==> src/include/cogt_pkg.sv <==
// package: register map, field layout and types of the core trim bank
package cogt_pkg;

  localparam int unsigned ADDR_W     = 12;
  localparam int unsigned DATA_W     = 16;
  localparam int unsigned OFS_W      = 12;
  localparam int unsigned GAIN_W     = 5;
  localparam int unsigned N_OFS      = 6;
  localparam int unsigned N_GAIN     = 3;
  localparam int unsigned FUSE_CYCLES = 2;

  // byte addresses; gain registers are byte wide on odd and even addresses
  localparam logic [ADDR_W-1:0] TRIM_C2A_ADDR = 12'h334;
  localparam logic [ADDR_W-1:0] TRIM_C2B_ADDR = 12'h336;
  localparam logic [ADDR_W-1:0] TRIM_C3C_ADDR = 12'h338;
  localparam logic [ADDR_W-1:0] TRIM_C3D_ADDR = 12'h33a;
  localparam logic [ADDR_W-1:0] TRIM_C4_ADDR  = 12'h33c;
  localparam logic [ADDR_W-1:0] TRIM_C5_ADDR  = 12'h33e;
  localparam logic [ADDR_W-1:0] GAIN_C0_ADDR  = 12'h360;
  localparam logic [ADDR_W-1:0] GAIN_C1_ADDR  = 12'h361;
  localparam logic [ADDR_W-1:0] GAIN_C2A_ADDR = 12'h362;
  localparam logic [ADDR_W-1:0] STATUS_ADDR = 12'h370;

  localparam logic [OFS_W-1:0]  OFS_RESET  = 12'h000;
  localparam logic [GAIN_W-1:0] GAIN_RESET = 5'h00;

  typedef enum logic [2:0] {
    COGT_C2A, COGT_C2B, COGT_C3C, COGT_C3D, COGT_C4, COGT_C5
  } cogt_ofs_e;

  // factory trim image delivered by fuse storage
  typedef struct packed {
    logic [N_OFS-1:0][OFS_W-1:0]   ofs;
    logic [N_GAIN-1:0][GAIN_W-1:0] gain;
  } cogt_fuse_s;

  // trims presented to the sample datapath
  typedef struct packed {
    logic [OFS_W-1:0]  core2_ofs;
    logic [GAIN_W-1:0] core2_gain;
    logic [OFS_W-1:0]  core3_ofs;
    logic [OFS_W-1:0]  core4_ofs;
    logic [OFS_W-1:0]  core5_ofs;
    logic [GAIN_W-1:0] core0_gain;
    logic [GAIN_W-1:0] core1_gain;
  } cogt_trim_s;

endpackage : cogt_pkg

==> src/logic/cogt_trim_cell.sv <==
// one trim register with fuse preload and software write
`timescale 1ns/1ps
`default_nettype none
module cogt_trim_cell #(
  parameter int unsigned W = 12
) (
  input  wire logic         clk,
  input  wire logic         resetn,
  input  wire logic         load,
  input  wire logic [W-1:0] load_val,
  input  wire logic         wr,
  input  wire logic [W-1:0] wr_val,
  output logic      [W-1:0] q
);
  // fuse load takes priority, then software write
  always_ff @(posedge clk or negedge resetn) begin
    if (!resetn) begin
      q <= '0;
    end else if (load) begin
      q <= load_val;
    end else if (wr) begin
      q <= wr_val;
    end
  end
endmodule : cogt_trim_cell
`default_nettype wire

==> src/logic/cogt_trim_regs.sv <==
// core offset and fine gain trim register bank
// Function
// - 12-bit core2 offset trim, used only while core2 samples input A
// - separate core2 offset trim used only while core2 samples input B
// - core3 offset trim used only while core3 samples input C
// - second core3 offset trim used only while core3 samples input D
// - core4 offset trim applied to every core4 sample
// - core5 offset trim applied to every core5 sample
// - after reset every trim register is preloaded from fuse storage
// - 5-bit fine gain trim for core0 in low bits of byte register
// - 5-bit fine gain trim applied to core1 samples
// - core2 fine gain trim used only while core2 samples input A
// - offset trim values are unsigned
`timescale 1ns/1ps
`default_nettype none
module cogt_trim_regs
  import cogt_pkg::*;
#(
  parameter int unsigned FUSE_WAIT = FUSE_CYCLES
) (
  input  wire logic              clk,
  input  wire logic              resetn,
  input  wire logic [ADDR_W-1:0] addr,
  input  wire logic [DATA_W-1:0] wdata,
  input  wire logic              wr_en,
  input  wire logic              rd_en,
  output logic      [DATA_W-1:0] rdata,
  input  wire cogt_fuse_s        fuse_data,
  input  wire logic              core2_sel_b,
  input  wire logic              core3_sel_d,
  output cogt_trim_s             trim,
  output logic                   fuse_done
);

  // ---------------------------------------------------------------
  // fuse preload sequencer
  // ---------------------------------------------------------------
  typedef enum logic [1:0] {FS_WAIT, FS_LOAD, FS_DONE} cogt_fuse_e;

  cogt_fuse_e     fs_reg;
  cogt_fuse_e     fs_next;
  logic [7:0]     wait_reg;
  logic [7:0]     wait_next;
  logic           load;

  always_comb begin
    fs_next = fs_reg;
    case (fs_reg)
      FS_WAIT: begin
        if (wait_reg == 8'(FUSE_WAIT)) begin
          fs_next = FS_LOAD;
        end
      end
      FS_LOAD: begin
        fs_next = FS_DONE;
      end
      FS_DONE: begin
        fs_next = FS_DONE;
      end
      default: begin
        fs_next = FS_DONE;
      end
    endcase
  end

  assign load = (fs_reg == FS_LOAD);

  // count only while waiting, so the counter freezes once the image is taken
  assign wait_next = (fs_reg == FS_WAIT) ? wait_reg + 8'h01 : wait_reg;

  always_ff @(posedge clk or negedge resetn) begin
    if (!resetn) begin
      fs_reg <= FS_WAIT;
    end else begin
      fs_reg <= fs_next;
    end
  end

  always_ff @(posedge clk or negedge resetn) begin
    if (!resetn) begin
      wait_reg <= 8'h00;
    end else begin
      wait_reg <= wait_next;
    end
  end

  // ---------------------------------------------------------------
  // address decode
  // ---------------------------------------------------------------
  // one-hot select of the offset trims, indexed by cogt_ofs_e
  function automatic logic [N_OFS-1:0] ofs_hit(input logic [ADDR_W-1:0] a);
    logic [N_OFS-1:0] h;
    h = '0;
    if (a == TRIM_C2A_ADDR) begin
      h[COGT_C2A] = 1'b1;
    end else if (a == TRIM_C2B_ADDR) begin
      h[COGT_C2B] = 1'b1;
    end else if (a == TRIM_C3C_ADDR) begin
      h[COGT_C3C] = 1'b1;
    end else if (a == TRIM_C3D_ADDR) begin
      h[COGT_C3D] = 1'b1;
    end else if (a == TRIM_C4_ADDR) begin
      h[COGT_C4] = 1'b1;
    end else if (a == TRIM_C5_ADDR) begin
      h[COGT_C5] = 1'b1;
    end
    return h;
  endfunction : ofs_hit

  // one-hot select of the gain trims: core0, core1, core2 on input a
  function automatic logic [N_GAIN-1:0] gain_hit(input logic [ADDR_W-1:0] a);
    logic [N_GAIN-1:0] h;
    h = '0;
    if (a == GAIN_C0_ADDR) begin
      h[0] = 1'b1;
    end else if (a == GAIN_C1_ADDR) begin
      h[1] = 1'b1;
    end else if (a == GAIN_C2A_ADDR) begin
      h[2] = 1'b1;
    end
    return h;
  endfunction : gain_hit

  // the status word holds the preload-done flag
  function automatic logic status_hit(input logic [ADDR_W-1:0] a);
    return (a == STATUS_ADDR);
  endfunction : status_hit

  // read words: the trim field sits in the low bits, reserved bits read zero
  function automatic logic [DATA_W-1:0] ofs_word_of(input logic [OFS_W-1:0] v);
    return {4'h0, v};
  endfunction : ofs_word_of

  function automatic logic [DATA_W-1:0] gain_word_of(input logic [GAIN_W-1:0] v);
    return {11'h000, v};
  endfunction : gain_word_of

  wire logic [N_OFS-1:0]  sel_ofs  = ofs_hit(addr);
  wire logic [N_GAIN-1:0] sel_gain = gain_hit(addr);
  wire logic              sel_stat = status_hit(addr);

  // write strobes per register; an unmapped address strobes nothing
  wire logic [N_OFS-1:0]  wr_ofs  = sel_ofs & {N_OFS{wr_en}};
  wire logic [N_GAIN-1:0] wr_gain = sel_gain & {N_GAIN{wr_en}};

  // only the trim field of the write word is kept
  wire logic [OFS_W-1:0]  wr_ofs_val  = wdata[OFS_W-1:0];
  wire logic [GAIN_W-1:0] wr_gain_val = wdata[GAIN_W-1:0];

  // ---------------------------------------------------------------
  // trim storage
  // ---------------------------------------------------------------
  logic [N_OFS-1:0][OFS_W-1:0]   ofs_q;
  logic [N_GAIN-1:0][GAIN_W-1:0] gain_q;

  genvar gi;
  generate
    for (gi = 0; gi < N_OFS; gi++) begin : g_ofs
      // reserved bits 15:12 are not stored
      cogt_trim_cell #(
        .W (OFS_W)
      ) u_cell (
        .clk      (clk),
        .resetn   (resetn),
        .load     (load),
        .load_val (fuse_data.ofs[gi]),
        .wr       (wr_ofs[gi]),
        .wr_val   (wr_ofs_val),
        .q        (ofs_q[gi])
      );
    end

    for (gi = 0; gi < N_GAIN; gi++) begin : g_gain
      // reserved bits 7:5 are not stored
      cogt_trim_cell #(
        .W (GAIN_W)
      ) u_cell (
        .clk      (clk),
        .resetn   (resetn),
        .load     (load),
        .load_val (fuse_data.gain[gi]),
        .wr       (wr_gain[gi]),
        .wr_val   (wr_gain_val),
        .q        (gain_q[gi])
      );
    end
  endgenerate

  // ---------------------------------------------------------------
  // read path
  // ---------------------------------------------------------------
  wire logic [N_OFS-1:0][DATA_W-1:0]  ofs_word;
  wire logic [N_GAIN-1:0][DATA_W-1:0] gain_word;
  wire logic                          fuse_ok   = (fs_reg == FS_DONE);
  wire logic [DATA_W-1:0]             stat_word = sel_stat ? {15'h0000, fuse_ok} : '0;
  logic [DATA_W-1:0]                  rd_mux;

  genvar gj;
  generate
    for (gj = 0; gj < N_OFS; gj++) begin : g_ofs_rd
      assign ofs_word[gj] = sel_ofs[gj] ? ofs_word_of(ofs_q[gj]) : '0;
    end

    for (gj = 0; gj < N_GAIN; gj++) begin : g_gain_rd
      assign gain_word[gj] = sel_gain[gj] ? gain_word_of(gain_q[gj]) : '0;
    end
  endgenerate

  // the selects are one-hot, so at most one word is non-zero
  always_comb begin
    rd_mux = stat_word;
    for (int i = 0; i < N_OFS; i++) begin
      rd_mux = rd_mux | ofs_word[i];
    end
    for (int i = 0; i < N_GAIN; i++) begin
      rd_mux = rd_mux | gain_word[i];
    end
  end

  // read data stand for the one cycle after the strobe, zero otherwise
  wire logic [DATA_W-1:0] rdata_next = rd_en ? rd_mux : '0;

  always_ff @(posedge clk or negedge resetn) begin
    if (!resetn) begin
      rdata <= '0;
    end else begin
      rdata <= rdata_next;
    end
  end

  // ---------------------------------------------------------------
  // trims to the sample datapath, chosen by the sampled input
  // ---------------------------------------------------------------
  // core2 on input b gets the constant GAIN_RESET as its gain trim, not a stored value
  wire logic [OFS_W-1:0]  c2_ofs  = core2_sel_b ? ofs_q[COGT_C2B] : ofs_q[COGT_C2A];
  wire logic [GAIN_W-1:0] c2_gain = core2_sel_b ? GAIN_RESET : gain_q[2];

  wire logic [OFS_W-1:0]  c3_ofs  = core3_sel_d ? ofs_q[COGT_C3D] : ofs_q[COGT_C3C];

  wire logic [OFS_W-1:0]  c4_ofs  = ofs_q[COGT_C4];
  wire logic [OFS_W-1:0]  c5_ofs  = ofs_q[COGT_C5];

  wire logic [GAIN_W-1:0] c0_gain = gain_q[0];
  wire logic [GAIN_W-1:0] c1_gain = gain_q[1];

  cogt_trim_s trim_next;
  wire logic  fuse_done_next = (fs_next == FS_DONE);

  always_comb begin
    trim_next            = '0;
    trim_next.core2_ofs  = c2_ofs;
    trim_next.core2_gain = c2_gain;
    trim_next.core3_ofs  = c3_ofs;
    trim_next.core4_ofs  = c4_ofs;
    trim_next.core5_ofs  = c5_ofs;
    trim_next.core0_gain = c0_gain;
    trim_next.core1_gain = c1_gain;
  end

  always_ff @(posedge clk or negedge resetn) begin
    if (!resetn) begin
      trim <= '0;
    end else begin
      trim <= trim_next;
    end
  end

  always_ff @(posedge clk or negedge resetn) begin
    if (!resetn) begin
      fuse_done <= 1'b0;
    end else begin
      fuse_done <= fuse_done_next;
    end
  end

endmodule : cogt_trim_regs
`default_nettype wire

==> config.mk <==
export PLATFORM = sky130hd
export DESIGN_NAME = cogt_trim_regs
export DESIGN_NICKNAME = d
export VERILOG_FILES = /design/src/include/cogt_pkg.sv /design/src/logic/cogt_trim_cell.sv /design/src/logic/cogt_trim_regs.sv
export SDC_FILE = /design/constraint.sdc
export NUM_CORES = 1
export LEC_CHECK = 0
export ABC_AREA = 1
export ABC_CLOCK_PERIOD_IN_PS = 4410
export BUFFER_PORTS_ARGS = -buffer_cell sky130_fd_sc_hd__buf_2
export CORE_MARGIN = 1.5
export CORE_UTILIZATION = 34
export DETAILED_ROUTE_END_ITERATION = 6
export PLACE_DENSITY = 0.56
export SYNTH_ARGS = -nofsm -noshare
export SYNTH_HDL_FRONTEND = slang
export SYNTH_SLANG_ARGS = --single-unit
==> constraint.sdc <==
create_clock -name clk -period 4.41 [get_ports clk]
set_input_delay 0.2205 -clock clk [delete_from_list [all_inputs] [get_ports clk]]
set_output_delay 0.2205 -clock clk [all_outputs]
set_load 0.01 [all_outputs]
======== Word-level counts from Yosys, hierarchy flattened ========
Cells that the tools add are included.
storage, ports and cells
  flip-flop bits (word level) ............. 173
  output and inout port bits .............. 80
  bits of input ports ..................... 121
  logic and storage cells ................. 106
cells by class
  add/sub/neg operators ................... 1
  multiplexer cells ....................... 50
  reduce and logical (&&, ||, !) cells .... 10
  bitwise logic cells ..................... 11
  eq/ne operators ......................... 14
operators by type and width
  kind                    count
  $mux W12                21
  $eq A12 B10 Y1 const B  10
  $or A12 B12 Y12         5
  $mux W5                 11
  $or A12 B5 Y12          3
  $reduce_bool A2 Y1      9
  $mux W1                 12
  $or A1 B12 Y12          1
  $add A8 B1 Y8 const B   1
  $eq A8 B2 Y1 const B    1
  $mux W2                 4
  $and A6 B6 Y6           1
  $eq A2 B2 Y1 const B    2
  $mux W4                 1
  $and A3 B3 Y3           1
  $mux W3                 1
  $eq A2 B1 Y1 const B    1
  $logic_not A2 Y1        1

======== Longest topological paths before layout ========
Gate-level depths: netlist of run 1.
  depth in word-level cells ............... 17
  depth in mapped cells ................... 11
  depth with buffers taken out ............ 10

======== Cells and area by module ========
Synthesis of run 1 repeated with hierarchy kept, for this count alone.
second synthesis, totals
  cell total of the unflattened synthesis .. 899
  area total of the unflattened synthesis .. 7805.0 sq um
modules (own cells, without submodules)
  module                                  times used  cells each  area an instance (sq um)  sequential area each (sq um)
  cogt_trim_regs                          1           422         3773.6                    2127.0
  cogt_trim_cell at g_ofs[0].u_cell ...   6           66          560.5                     300.3
  cogt_trim_cell at g_gain[0].u_cell ...  3           27          222.7                     125.1

======== Worst setup path before layout of run 1 ========
Ideal clock, no wire load.
  path type ............................... register to register
  from .................................... register fs_reg[0]
  to ...................................... register wait_reg[6]
  period minus slack after synthesis ...... 1.479 ns
  stages on the path, launching flop included .. 8
  setup time .............................. 0.118 ns
  setup slack ............................. 2.931 ns
  data required time ...................... 4.292 ns
  buffers on the path ..................... 1
  arrival ................................. 1.361 ns
  cells stage by stage .................... dfrtp_1 > buf_2 > nor2_1 > nand2_1 > nor3_1 > nand3_1 > xor2_1 > inv_1
on the way
  word-level cells in the longest chain between the ends .. 1
ends and longest elaborated chain
  element                   line                  RTL
  start: declaration        cogt_trim_regs.sv:40  cogt_fuse_e fs_reg;
  start signal: assignment  cogt_trim_regs.sv:75  fs_reg <= fs_next;
  $logic_not A2 Y1          cogt_trim_regs.sv:69  assign wait_next = (fs_reg == FS_WAIT) ? wait_reg + 8'h01 : wait_reg;
  end signal: assignment    cogt_trim_regs.sv:83  wait_reg <= wait_next;
  end: declaration          cogt_trim_regs.sv:42  logic [7:0] wait_reg;
No other way between the ends.
A chain may end at the register's enable or synchronous reset.

======== Worst setup path after layout of run 1 ========
  from .................................... register fs_reg[1]
  to ...................................... register g_ofs[0].u_cell.q[4]
on the way
  word-level cells in the longest chain between the ends .. 2
  elaborated cells between the ends (all ways) .. 3
  those cells by class .................... eq/ne: 1; mux: 1; reduce/logical: 1
ends and longest elaborated chain
  element                                                line                  RTL
  $eq A2 B1 Y1 *                                         cogt_trim_regs.sv:66  assign load = (fs_reg == FS_LOAD);
  $mux W12 / $reduce_bool A2 Y1 (equally long branches)  -
  end signal: assignment                                 cogt_trim_cell.sv:20  q <= load_val;
  end signal: assignment                                 cogt_trim_cell.sv:22  q <= wr_val;
  end: declaration                                       cogt_trim_cell.sv:13  output logic [W-1:0] q
Mark *: on every way between the ends. The rest lies on a longest branch, timed or not.

==> results of run 1 <==
[final timing paths]
path	to	cells past startpoint	from	slack [ps]
min in group asynchronous	wait_reg[1]$_DFFE_PN0P_	2	resetn	510
min	g_gain[0].u_cell.q[0]$_DFFE_PN0P_	3	fuse_data[0]	60
max	g_ofs[0].u_cell.q[4]$_DFFE_PN0P_	5	fs_reg[1]$_DFF_PN0_	2160
min reg2reg	trim[22]$_DFF_PN0_	0	g_ofs[4].u_cell.q[0]$_DFFE_PN0P_	370
max in group asynchronous	g_ofs[1].u_cell.q[6]$_DFFE_PN0P_	3	resetn	2860
max reg2reg	g_ofs[0].u_cell.q[4]$_DFFE_PN0P_	5	fs_reg[1]$_DFF_PN0_	2160
[tightest hold or removal path, cell delays in order]
cell and delay (ps):
sky130_fd_sc_hd__buf_2 100, sky130_fd_sc_hd__nand3_1 70, sky130_fd_sc_hd__a31oi_1 80
[power by group through the flow]
stage	clock (mW)	combinational [mW]	sequential, mW
after floorplan	0	0.0894	1.73
after global placement	0	0.261	1.73
after global routing	1.66	0.293	1.71
after CTS	1.59	0.267	1.70
final	1.56	0.261	1.70
after detailed placement	0	0.265	1.73
[cells by family (layout without fill, tap and decap cells)]
kind of cell             after synthesis  after routing  share of synthesized area (%)
AO/OA/AOI/OAI                        107            107                           8.61
XOR/XNOR                               7              7                          0.810
adder cells (fa/ha/maj)                2              2                          0.330
buffers and inverters                128            307                           7.15
flip-flops                           172            172                           56.8
other                                  1              4                         0.0495
AND/OR/NAND/NOR                      450            450                           26.2
[cell usage in the layout, fill, tap and decap left out, drive strengths merged]
master,instances
nor3,4
nand4,11
nand3b,1
nor2,122
o21ai,32
dfrtp,172
clkinvlp,3
dlygate4sd3,1
bufinv,3
clkinv,4
conb,4
a31oi,75
xor2,6
clkbuf,19
buf,199
nand2,147
ha,2
nor4,2
inv,78
nand3,163
xnor2,1
[final cells by class]
class / count / share of cell area, %
Clock inverter: 13 / 1.75
Sequential cell: 172 / 46.2
Tap cell: 280 / 3.76
Multi-Input combinational cell: 570 / 29.4
Clock buffer: 19 / 4.76
Timing Repair Buffer: 200 / 11.1
Inverter: 75 / 3.02
[layer usage]
layer	track usage (%)	share of wire, %	wire length (µm)
met5	0	0	0
met4	5.83	1.3	303
met3	4.38	6.4	1520
met1	29.1	46	10800
met2	32.2	47	11000
[metrics by stage]
stage	power, mW	cell area [µm²]	std cells	util, %
2_1_floorplan	1.82	7580	870	-
3_3_place_gp	1.99	8690	1296	39.8
3_5_place_dp	1.99	8690	1296	39.8
4_1_cts	3.56	9310	1329	42.7
5_1_grt	3.66	9310	1329	42.7
6_report	3.52	9310	1329	42.7
[repair_timing]
item,CTS,global route
hold buffers,1,0
hold endpoints to repair,1,0
setup endpoints to repair,0,0
==> run summary, run 1 <==
In the final timing run, aggregate negative setup slack is 0 ps. The number of antenna violations at the first check in global routing came out at 0. The switching share of total power came out at 24.4%.

The most numerous cell in the Yosys netlist was sky130_fd_sc_hd__dfrtp_1. The critical setup path kind is flip-flop to flip-flop. The area growth from synthesis to layout is 23.0%. The logs give 867 for the synthesized netlist cell count and 56.8% for the fraction of the yosys area taken by sequential cells. The overall die area was 23,200 µm²; the routed wirelength normalized by instance count was 17.8 µm. In this design, the stage delay of the slowest critical-path cell is 720 ps. Summing over every cut layer, the via total after detailed routing is 6,624. Sorting the synthesized cells by area gives the leading types as sky130_fd_sc_hd__dfrtp_1, sky130_fd_sc_hd__nand3_1, sky130_fd_sc_hd__nand2_1, sky130_fd_sc_hd__a31oi_1, sky130_fd_sc_hd__nor2_1. The worst hold path class is input pin to flip-flop. The tree is rooted in a sky130_fd_sc_hd__clkbuf_16. The worst setup margin was 2160 ps.

Transition time at the pin with the least slew margin: 1060 ps. For the CTS sink count, the log shows 172. Summed over all layers, the global routing overflow is 0.

Post-detailed-route via-to-cell ratio: 4.98. The core region is 21,800 µm². Counting I/O delays and the setup requirement, the final critical path takes 2250 ps. Registers are responsible for 48.2% of the overall power. The run gives 17 as the number of clock buffers inserted by TritonCTS. Once the floorplan was initialized, standard cells occupied 34.7% of the core.

Cell internal power dissipation: 2.66 mW. Derived from the worst setup path, the maximum achievable clock frequency is 445 MHz. Post-CTS timing repair inserted 0 buffers for setup.

The max-capacitance violation count came out at 0. Once detail routing completed, the nets flagged for antenna violations numbered 0. Dividing the final minimum period by the clock period gives 51.0%. For the maximum ir drop on the vdd rail, the log shows 0.194 mV. Setup repair after global routing left no endpoint under its margin. Synthesis inferred 172 register bits. Maximum fanout along the worst path: 32. The first global-routing pass estimated 36,600 µm of wire. A synthesized cell averages 8.73 µm².

In the final layout, flip-flops and latches occupy 4310 µm². The weighted congestion at the end of routability-driven global placement is 0.818. The share of the synthesized area in the top cell type is 56.8%. In the synthesized netlist the dominant register cell turns out to be sky130_fd_sc_hd__dfrtp_1. The die is 152 µm wide. The run gives 1840 ps as the post-placement worst setup slack.

Hold timing on the final database bottoms out at a slack of 64.5 ps. Cell family contributing the most delay on the critical path: simple AND/OR/NAND/NOR gates. The register with the most flip-flops in the layout has 72 of them.

Detailed placement ended at an HPWL of 16,500 µm. The number of gates resized after CTS was 0. The tools report the number of hold violations in the final report as 0. Input and output buffers added on the ports amount to 192. The synthesized design spends more area on one cell type than any other, namely sky130_fd_sc_hd__dfrtp_1. Data on the critical path is required at its endpoint by 4680 ps.

The tools report the setup-violating endpoint count in the final report as 0. Number of primary I/O pins: 201. Among all stages on the critical path, the largest delay is contributed by sky130_fd_sc_hd__nand2_1.

Walking the worst path, the cells encountered are inv_2 -> nand2_2 -> nand2_1 -> nor2_1 -> a31oi_1. TritonCTS built the clock tree. The run gives 4 as the number of levels in the clock H-tree.

Counting the fill cells in the layout gives 2,231. Per report_power, the combinational group accounts for 7.4% of the total. The synthesized design contains 0 enable-type register cells. The synthesized netlist occupies a cell area of 7570 µm². For the number of nets in the layout, the log shows 1,159. The max-slew violation count came out at 0. The overall die height is 152 µm, and the count of antenna diodes in the layout is 0. Per report_power, the clock group accounts for 44.4% of the total. The areal power density over the cells was 378 nW/µm²; the share of post-route cells with drive strength above 1 was 23.6%. The tools report the worst slew slack as a fraction of its limit as 29.1%.

The number of detailed-routing iterations run before antenna repair came out at 5. The tools report the final wirelength as 23,600 µm. The run gives 0.861 mW as the switching power summed over all nets.

Global routing consumed, over all layers together, 20.7% of the routing resources. The tools report the clock latency of the later-clocked register in the worst-skew pair as 430 ps. In the final layout, the registers with the most flip-flops are g_ofs.u_cell.q (72), trim (63), g_gain.u_cell.q (15). The via count of the first global-routing pass came out at 6,270. Largest register by flop count: g_ofs.u_cell.q. In this run, the number of DRC markers left after iteration 0 of detailed routing was 514. For the worst setup path, the data arrival time is 2510 ps. For the footprint of the multi-input gates, the log shows 2740 µm². The async set-or-reset flop fraction in the synthesized netlist was 100%. The tools report the type of origin of the critical path as a flip-flop.

The tools report the maximum count of clock buffers along a single path as 2. Entering global routing, the biggest net connects 116 pins. Clock slew at the register clock pins of the worst setup and hold paths: 70 ps. In this run the static leakage power is 4.59 nW. The number of cell rows is 54, and the clock tree skew after final layout is 8.82 ps.

The type of element capturing the critical path is a flip-flop. The run finished with clean final reports. By count the netlist is led by sky130_fd_sc_hd__dfrtp_1, sky130_fd_sc_hd__nand3_1, sky130_fd_sc_hd__nand2_1, sky130_fd_sc_hd__nor2_1, sky130_fd_sc_hd__a31oi_1. For the number of warnings printed during yosys synthesis, the log shows 0. In the routed design, unresolved DRC markers number 0. The number of buffer and inverter stages on the critical path was 1.

Synthesis instantiated 26 different standard cells from the library.
(Power assumes the default switching activity.)
==> run 2: changes to the inputs <==
- ABC_CLOCK_PERIOD_IN_PS: 4410 -> 2200
- clock period: 4.41 -> 2.2 ns (I/O delays scaled with it)
==> run 2 against run 1 <==
Effect of this change:
- worst setup slack worse by 1800 ps
- critical path depth grew 2
- power increased by 97%
- register-to-register slack worse by 1800 ps
- via count grew 4.3%
- first-iteration DRC count is the same
- final cell count up 6.4%
- count of clock-buffer cells in the layout is 7 higher
- die area stayed put
- critical path type unchanged
==> run summary, run 2 (same netlist as run 1, synthesis figures left out) <==
The run finished with clean final reports. Detailed placement ended at an HPWL of 16,900 µm. The number of antenna violations at the first check in global routing is 1. The largest registers in the layout are g_ofs.u_cell.q (72), trim (63), g_gain.u_cell.q (15). The min-delay analysis places its worst path in the category input pin to flip-flop. The first global-routing pass estimated 37,900 µm of wire. The signal on the critical path passes through inv_2 -> buf_4 -> buf_4 -> nand3_1 -> nand2_1 -> nand2_1 -> nand2_1.

In the layout the commonest cells are sky130_fd_sc_hd__buf_2, sky130_fd_sc_hd__dfrtp_1, sky130_fd_sc_hd__nand3_1. The run gives 0 as the post-CTS setup buffer count. The cell internal power dissipation came out at 5.28 mW. The floorplan step set the die width to 152 µm. Combinational cells account for 9.2% of the total power.

The placeable core area was 21,800 µm²; the number of gates resized after cts was 0. The tools report the weighted congestion at the end of routability-driven global placement as 0.855. Clock slew at the register clock pins of the worst setup and hold paths: 60 ps.

After the first detailed-routing iteration, the DRC count stood at 514. The minimum period implied by the final worst setup slack is 1870 ps. Worst path required time: 2570 ps. The largest register by flop count was g_ofs.u_cell.q. The overall die height works out to 152 µm. The setup TNS was 0 ps; the count of port buffers added during placement was 192. From synthesis to final layout, the design area changed by 33.7%. The count of unresolved DRC violations after routing was 0.

For the max-slew violation count, the log shows 0. Clock latency on the worst-skew pair, taken at its later pin, is 430 ps. For this design the ratio of total power to cell area is 684 nW/µm². Leaving out fill and tap cells, the most frequent cell in the layout is sky130_fd_sc_hd__buf_2. Summed over all nets, the switching power comes to 1.65 mW.

The critical-path cell with the highest stage delay was sky130_fd_sc_hd__buf_4. Net switching is 23.8% of the power. For the sequential share of power, the log shows 49.2%. The total overflow left after global routing is 0.

Before CTS, the worst setup slack after placement is 341 ps. No sink is reached through more buffers than the 2 on the longest clock path. At the pin with the least slew margin, the transition time is 713 ps. For the final database, setup skew stands at 8.71 ps. For this configuration, the core starts out at a cell density of 34.7%. The number of hold buffers added after CTS was 74. The number of hold violations in the final report is 0, and the maximum ir drop on the vdd rail is 0.340 mV. The logs give 52.4% for the worst slew slack as a fraction of its limit and 41.7% for the share of total power in the clock network. The routed wirelength normalized by instance count works out to 17.1 µm. The most numerous cell type found on the critical path is sky130_fd_sc_hd__nand2_1. The run gives 5 as the number of detailed-routing iterations run before antenna repair.

The clock tree root buffer cell is sky130_fd_sc_hd__clkbuf_16. Setup repair after global routing left no endpoint under its margin. The via count of the first global-routing pass was 6,911.

In this run the count of I/O pins placed on the die edge is 201. The run gives 2240 ps as the arrival time of the worst setup path. In the routed layout, each cell is associated on average with a via count of 4.89. At the end of the flow, the number of nets in the layout was 1,244. The critical path is of the flip-flop to flip-flop type. Setup violations remaining at the end of the flow were counted as 0. TritonCTS built the clock tree. The worst path meets setup with 325 ps of slack.

Once detail routing completed, the nets flagged for antenna violations numbered 0. For the upper clock frequency limit, the log shows 533 MHz. The tree built by TritonCTS fans out to 172 sinks. The tools report the number of cell rows as 54.

The number of clock buffers inserted by TritonCTS is 17, and the total chip power is 6.93 mW. The final layout contains routed wiring with a total length of 24,100 µm. After layout, the worst path uses 85.2% of the clock period. The number of levels in the clock H-tree is 4.

Of all nets on the critical path, the largest fanout is 45. In this run the static leakage power is 4.94 nW. The routed layout has 6,912 vias.

The maximum single-stage delay on the critical path is 540 ps. STA classifies the critical path endpoint as a flip-flop. The worst setup path is launched from a flip-flop. Entering global routing, the biggest net connects 65 pins.

The register with the most flip-flops in the layout has 72 of them. In the global route stage, overall resource usage came out at 21.2%. The run gives 23,200 µm² as the overall die area. The share of post-route cells with drive strength above 1 is 22.5%. For the max-capacitance violation count, the log shows 0.
[run 2: cell count changes in the layout (fill, tap and decap cells not counted)]
cell | previous run | this run
sky130_fd_sc_hd__diode_2 | 0 | 1
sky130_fd_sc_hd__buf_4 | 7 | 16
sky130_fd_sc_hd__dlygate4sd3_1 | 1 | 74
sky130_fd_sc_hd__bufinv_16 | 3 | 1
sky130_fd_sc_hd__clkbuf_1 | 1 | 5
sky130_fd_sc_hd__clkinvlp_4 | 3 | 2
sky130_fd_sc_hd__buf_12 | 0 | 3
sky130_fd_sc_hd__clkbuf_8 | 1 | 4
sky130_fd_sc_hd__clkinv_2 | 3 | 1
sky130_fd_sc_hd__inv_6 | 3 | 0
[run 2: stage by stage]
stage               cell area [µm²]  util [%]  hold WS [ps]  std cells
CTS                           10100      46.4          6.56       1413
detailed placement             8820      40.4          79.5       1308
finish                        10100      46.4          10.4       1414
floorplan                      7580         -          -186        870
global route                  10100      46.4          40.5       1413
global placement               8820      40.4          84.9       1308
[run 2: area by class of cell]
cell class	count	area, µm²
antenna	1	2.50
clock buffer	26	499
clock inverter	5	58.8
fill	2194	11700
inverter	75	282
multi-input combinational	570	2740
sequential	172	4310
tap	280	350
timing repair buffer	285	1890
[run 2: power by group through the flow]
| stage | logic, mW | clock network, mW | registers (mW) |
|---|---|---|---|
| floorplan | 0.179 | 0 | 3.48 |
| global placement | 0.534 | 0 | 3.46 |
| detailed placement | 0.541 | 0 | 3.46 |
| CTS | 0.642 | 2.94 | 3.41 |
| global route | 0.706 | 3.06 | 3.42 |
| finish | 0.634 | 2.89 | 3.40 |
[run 2: worst max-delay path, delay by kind of cell, from the launching register on]
family	cells	cell delay (ps)
simple gates	4	390
flops	1	400
buf+inv	3	1020
[run 2: metal layers]
layer	vias to the layer above	GRT usage [%]	share of wire, %	routed length (µm)
met5	-	0	0	0
met3	30	3.21	4.8	1160
met2	214	33.4	47	11200
met1	3266	29.6	46	11200
met4	0	8.09	2.4	569
li1	3402	-	-	-
[run 2: path summary, 6_finish.rpt]
path | from | to | slack [ps] | depth (start not counted)
setup reg to reg | fs_reg[1]$_DFF_PN0_ | g_ofs[4].u_cell.q[9]$_DFFE_PN0P_ | 330 | 7
setup / recovery | fs_reg[1]$_DFF_PN0_ | g_ofs[4].u_cell.q[9]$_DFFE_PN0P_ | 330 | 7
hold reg to reg | g_ofs[4].u_cell.q[0]$_DFFE_PN0P_ | trim[22]$_DFF_PN0_ | 380 | 0
min in group asynchronous | resetn | wait_reg[1]$_DFFE_PN0P_ | 190 | 2
max in group asynchronous | resetn | trim[16]$_DFF_PN0_ | 1290 | 3
hold / removal | fuse_data[24] | g_ofs[0].u_cell.q[9]$_DFFE_PN0P_ | 10 | 3
==> run 3: changes to the inputs <==
- ABC_AREA: 1 -> 0
- CORE_MARGIN: 1.5 -> 5
- PLACE_DENSITY: 0.56 -> 0.55
==> run 3 against run 2 <==
Effect of this change:
- via count decreased by 5.8%
- worst hold slack lost 4.9 ps
- power grew 5.7%
- clock skew increased by 3.3 ps
- largest cell class unchanged
- critical endpoint is now g_ofs[5].u_cell.q[8]$_DFFE_PN0P_
- sequential share of layout area fell by 1.2 points
- wire length is 3.7% higher
==> run summary, run 3 <==
After synthesis, the most frequently instantiated cells are sky130_fd_sc_hd__dfrtp_1, sky130_fd_sc_hd__nand2_1, sky130_fd_sc_hd__mux2_2, sky130_fd_sc_hd__nor2_1. The count of port buffers added during placement came out at 192. Internal power comes to 5.48 mW. Type of origin of the critical path: an input pin. The synthesized design contains 172 register bits.

The clock drives 172 sinks. The area growth from synthesis to layout is 32.7%. In this run the horizontal extent of the chip is 162 µm. The run gives 201 as the number of primary I/O pins. The run gives 0 as the max-capacitance violation count. The max-slew violation count was 0; the arrival time of the worst setup path was 2290 ps. The async set-or-reset flop fraction in the synthesized netlist was 100%.

The switching share of total power works out to 25.1%. Clock tree synthesis selected as its root buffer the cell sky130_fd_sc_hd__clkbuf_16. In this run the power spent charging and discharging nets is 1.84 mW.

Dividing the detail-routed wire length by the instance count gives 19.6 µm. The leakage power of the design came out at 4.72 nW. The Yosys step of the flow raised 0 warnings. The setup TNS was 0 ps; the share of the synthesized area in the top cell type was 54.8%. The clock passes through at most 2 buffers.

The area of the mapped netlist came out at 7860 µm². The library cell used most frequently in the layout, excluding fill and tap cells, is sky130_fd_sc_hd__buf_2. In this run the critical register-to-register path is launched from fs_reg[1]$_DFF_PN0_.

The overall global routing resource usage was 19.0%. The startpoint identified for the worst hold timing path is fuse_data[22]. Summed over all layers, the routed wires come to 25,100 µm. The worst hold path class is input pin to flip-flop. The number of flip-flops in the largest register came out at 72. Type of element capturing the critical path: a flip-flop. The logs give 38,400 µm for the first-pass GRT wire length and 4 for the number of levels in the clock H-tree. The average cell area after synthesis is 10.8 µm², and the placed cell count is 1,187.

The share of total power in the clock network came out at 43.0%. In this run the standard cell core region covers 22,700 µm². For the setup-violating endpoint count in the final report, the log shows 0. Synthesized netlist cell count: 727. The worst hold path passes through 4 cells. Sequential cells burn 46.6% of the power. Combinational cells account for 10.4% of the total power.

In this run the register-to-register setup slack is 260 ps. The synthesized design contains 0 enable-type register cells. Number of vias after detailed routing: 6,512. In this run the core area contains 55 standard-cell rows. For this run, design rule violations remaining after detail routing come to 0. The count of cells along the worst register-to-register path came out at 5.

Headroom to the max-slew limit came out at 60.0%. Counting the fill cells in the layout gives 2,181. Counting distinct cell types in the post-synthesis netlist gives 51. The worst-case IR drop observed on VDD is 0.391 mV. The tools report the worst hold endpoint as g_ofs[0].u_cell.q[7]$_DFFE_PN0P_.

The most numerous cell in the Yosys netlist was sky130_fd_sc_hd__dfrtp_1. Cells with a size suffix above 1 make up 34.9% of the layout. The floorplan step defined a die boundary enclosing 26,200 µm². Cell type with the largest total area after synthesis: sky130_fd_sc_hd__dfrtp_1. After the last flow step, the layout net total stands at 1,105. The run gives 505 MHz as the upper clock frequency limit.

The areal power density over the cells came out at 703 nW/µm². The multi-input combinational cells in the finished layout cover a total of 3300 µm². Ranked by flip-flop count, first place goes to g_ofs.u_cell.q. The largest registers in the layout are g_ofs.u_cell.q (72), trim (63), g_gain.u_cell.q (15).

The initial cell density of the core came out at 34.6%. The worst register-to-register path ends at g_ofs[4].u_cell.q[11]$_DFFE_PN0P_. After synthesis, the cell types taking the most area are sky130_fd_sc_hd__dfrtp_1, sky130_fd_sc_hd__mux2_2, sky130_fd_sc_hd__nand2_1, sky130_fd_sc_hd__a31oi_1, sky130_fd_sc_hd__nand4_1. The count of routing violations after the opening detailed-route iteration is 279. The logs give 0 for the number of hold violations in the final report and 430 ps for the clock latency of the later-clocked register in the worst-skew pair.

Registers take 4300 µm². The tools report the largest net degree at the start of global routing as 61. Measured along the y axis, the die boundary spans 162 µm.

The finished layout holds 1,280 standard cells, fillers aside. For the number of antenna violations at the first check in global routing, the log shows 1. TritonCTS built the clock tree. The total grt overflow came out at 0. Number of clock buffers inserted by TritonCTS: 17. The minimum period implied by the final worst setup slack works out to 1980 ps.

The worst path required time is 2510 ps, and the final cycle utilization of the critical path is 90.0%. Using the TritonRoute via totals, the vias-per-cell ratio works out to 5.09. The number of nets with antenna violations after routing was 0; the maximum fanout along the worst path was 18.

For the via count of the first global-routing pass, the log shows 6,711. The half-perimeter wire length after placement came out at 18,200 µm. The number of setup buffers added after CTS is 0.

The critical path is of the input pin to flip-flop type. For the fraction of the yosys area taken by sequential cells, the log shows 54.8%. The run gives 5 as the number of detailed-routing iterations run before antenna repair. Setup repair after global routing left no endpoint under its margin. The top cell types in the final layout, fill and taps aside, are sky130_fd_sc_hd__buf_2, sky130_fd_sc_hd__dfrtp_1, sky130_fd_sc_hd__nand2_1.

The congestion estimate from routability-driven global placement came to 0.838. Transition time at the pin with the least slew margin: 601 ps. For this run, the leading register cell type out of synthesis is sky130_fd_sc_hd__dfrtp_1. Clock slew at the register clock pins of the worst setup and hold paths: 70 ps. The flow ran to the end, and the final reports show no timing, DRC or antenna violations. Between clock sinks in the finished design, the worst skew comes to 12.0 ps.
[run 3: cell count changes after synthesis, moves of 17 or more]
cell	delta
sky130_fd_sc_hd__nor2_1	-82
sky130_fd_sc_hd__a31oi_1	-43
sky130_fd_sc_hd__mux2_2	+79
sky130_fd_sc_hd__nand2_1	+17
sky130_fd_sc_hd__nand3_1	-154
sky130_fd_sc_hd__inv_1	-67
[run 3: metrics by stage]
step | setup WS, ps | hold WS [ps] | instance area, µm² | util, % | total power [mW]
after global routing | 68.2 | 6.29 | 10400 | 45.9 | 7.59
after floorplan | 523 | -186 | 7870 | - | 3.76
final | 219 | 5.53 | 10400 | 45.9 | 7.32
after global placement | 256 | 142 | 9200 | 40.5 | 4.15
after detailed placement | 219 | 140 | 9200 | 40.5 | 4.15
after CTS | 281 | 0.718 | 10400 | 45.9 | 7.39
[run 3: metal layers]
layer	vias to the layer above	global-route usage, %	wire, µm
li1	3086	-	-
met1	3198	26.7	11500
met2	203	30.5	11900
met3	25	3.70	1350
met4	0	4.77	378
met5	-	0	0
[run 3: kinds of logic (layout without fill, tap and decap cells)]
kind of cell             after synthesis  in the layout  synth area share (%)
buffers and inverters                 55            319                  3.42
AND/OR/NAND/NOR                      284            284                  18.0
other                                  1              5                0.0477
multiplexers                          87             87                  12.4
adder cells (fa/ha/maj)                2              2                 0.319
flip-flops                           172            172                  54.8
XOR/XNOR                               7              7                 0.781
AO/OA/AOI/OAI                        119            119                  10.2
[run 3: worst max path at each step]
stage | startpoint | to | slack (ps) | cells past startpoint
finish | addr[1] | g_ofs[5].u_cell.q[8]$_DFFE_PN0P_ | 220 | 7
floorplan | fs_reg[1]$_DFF_PN0_ | g_ofs[0].u_cell.q[0]$_DFFE_PN0P_ | 520 | 5
global placement | addr[10] | g_ofs[0].u_cell.q[4]$_DFFE_PN0P_ | 260 | 6
detailed placement | addr[2] | g_gain[0].u_cell.q[1]$_DFFE_PN0P_ | 220 | 5
CTS | fs_reg[1]$_DFF_PN0_ | g_ofs[4].u_cell.q[0]$_DFFE_PN0P_ | 280 | 5
global route | addr[1] | g_ofs[5].u_cell.q[0]$_DFFE_PN0P_ | 70 | 7
[run 3: layout make-up]
cell class,count,area share (%)
timing repair buffer,283,17.5
clock inverter,14,1.74
antenna,1,0.0240
inverter,5,0.180
clock buffer,17,4.08
sequential,172,41.3
multi-input combinational,503,31.7
tap,285,3.42
[run 3: critical path, stage by stage]
cell,delay (ps)
sky130_fd_sc_hd__buf_2,320
sky130_fd_sc_hd__nor2b_1,320
sky130_fd_sc_hd__buf_4,300
sky130_fd_sc_hd__nand2_1,300
sky130_fd_sc_hd__o21ai_0,250
sky130_fd_sc_hd__a31oi_1,100
sky130_fd_sc_hd__dlygate4sd3_1,570
[run 3: power by group through the flow]
| stage | Combinational (mW) | Clock, mW | Sequential, mW |
|---|---|---|---|
| 4_1_cts | 0.770 | 3.21 | 3.41 |
| 6_report | 0.761 | 3.15 | 3.41 |
| 3_3_place_gp | 0.680 | 0 | 3.47 |
| 5_1_grt | 0.834 | 3.33 | 3.43 |
| 2_1_floorplan | 0.287 | 0 | 3.47 |
| 3_5_place_dp | 0.683 | 0 | 3.47 |
[run 3: timing repair]
action,CTS,global route
resized for setup,0,0
hold buffers,61,0
endpoints found under the hold margin,92,0
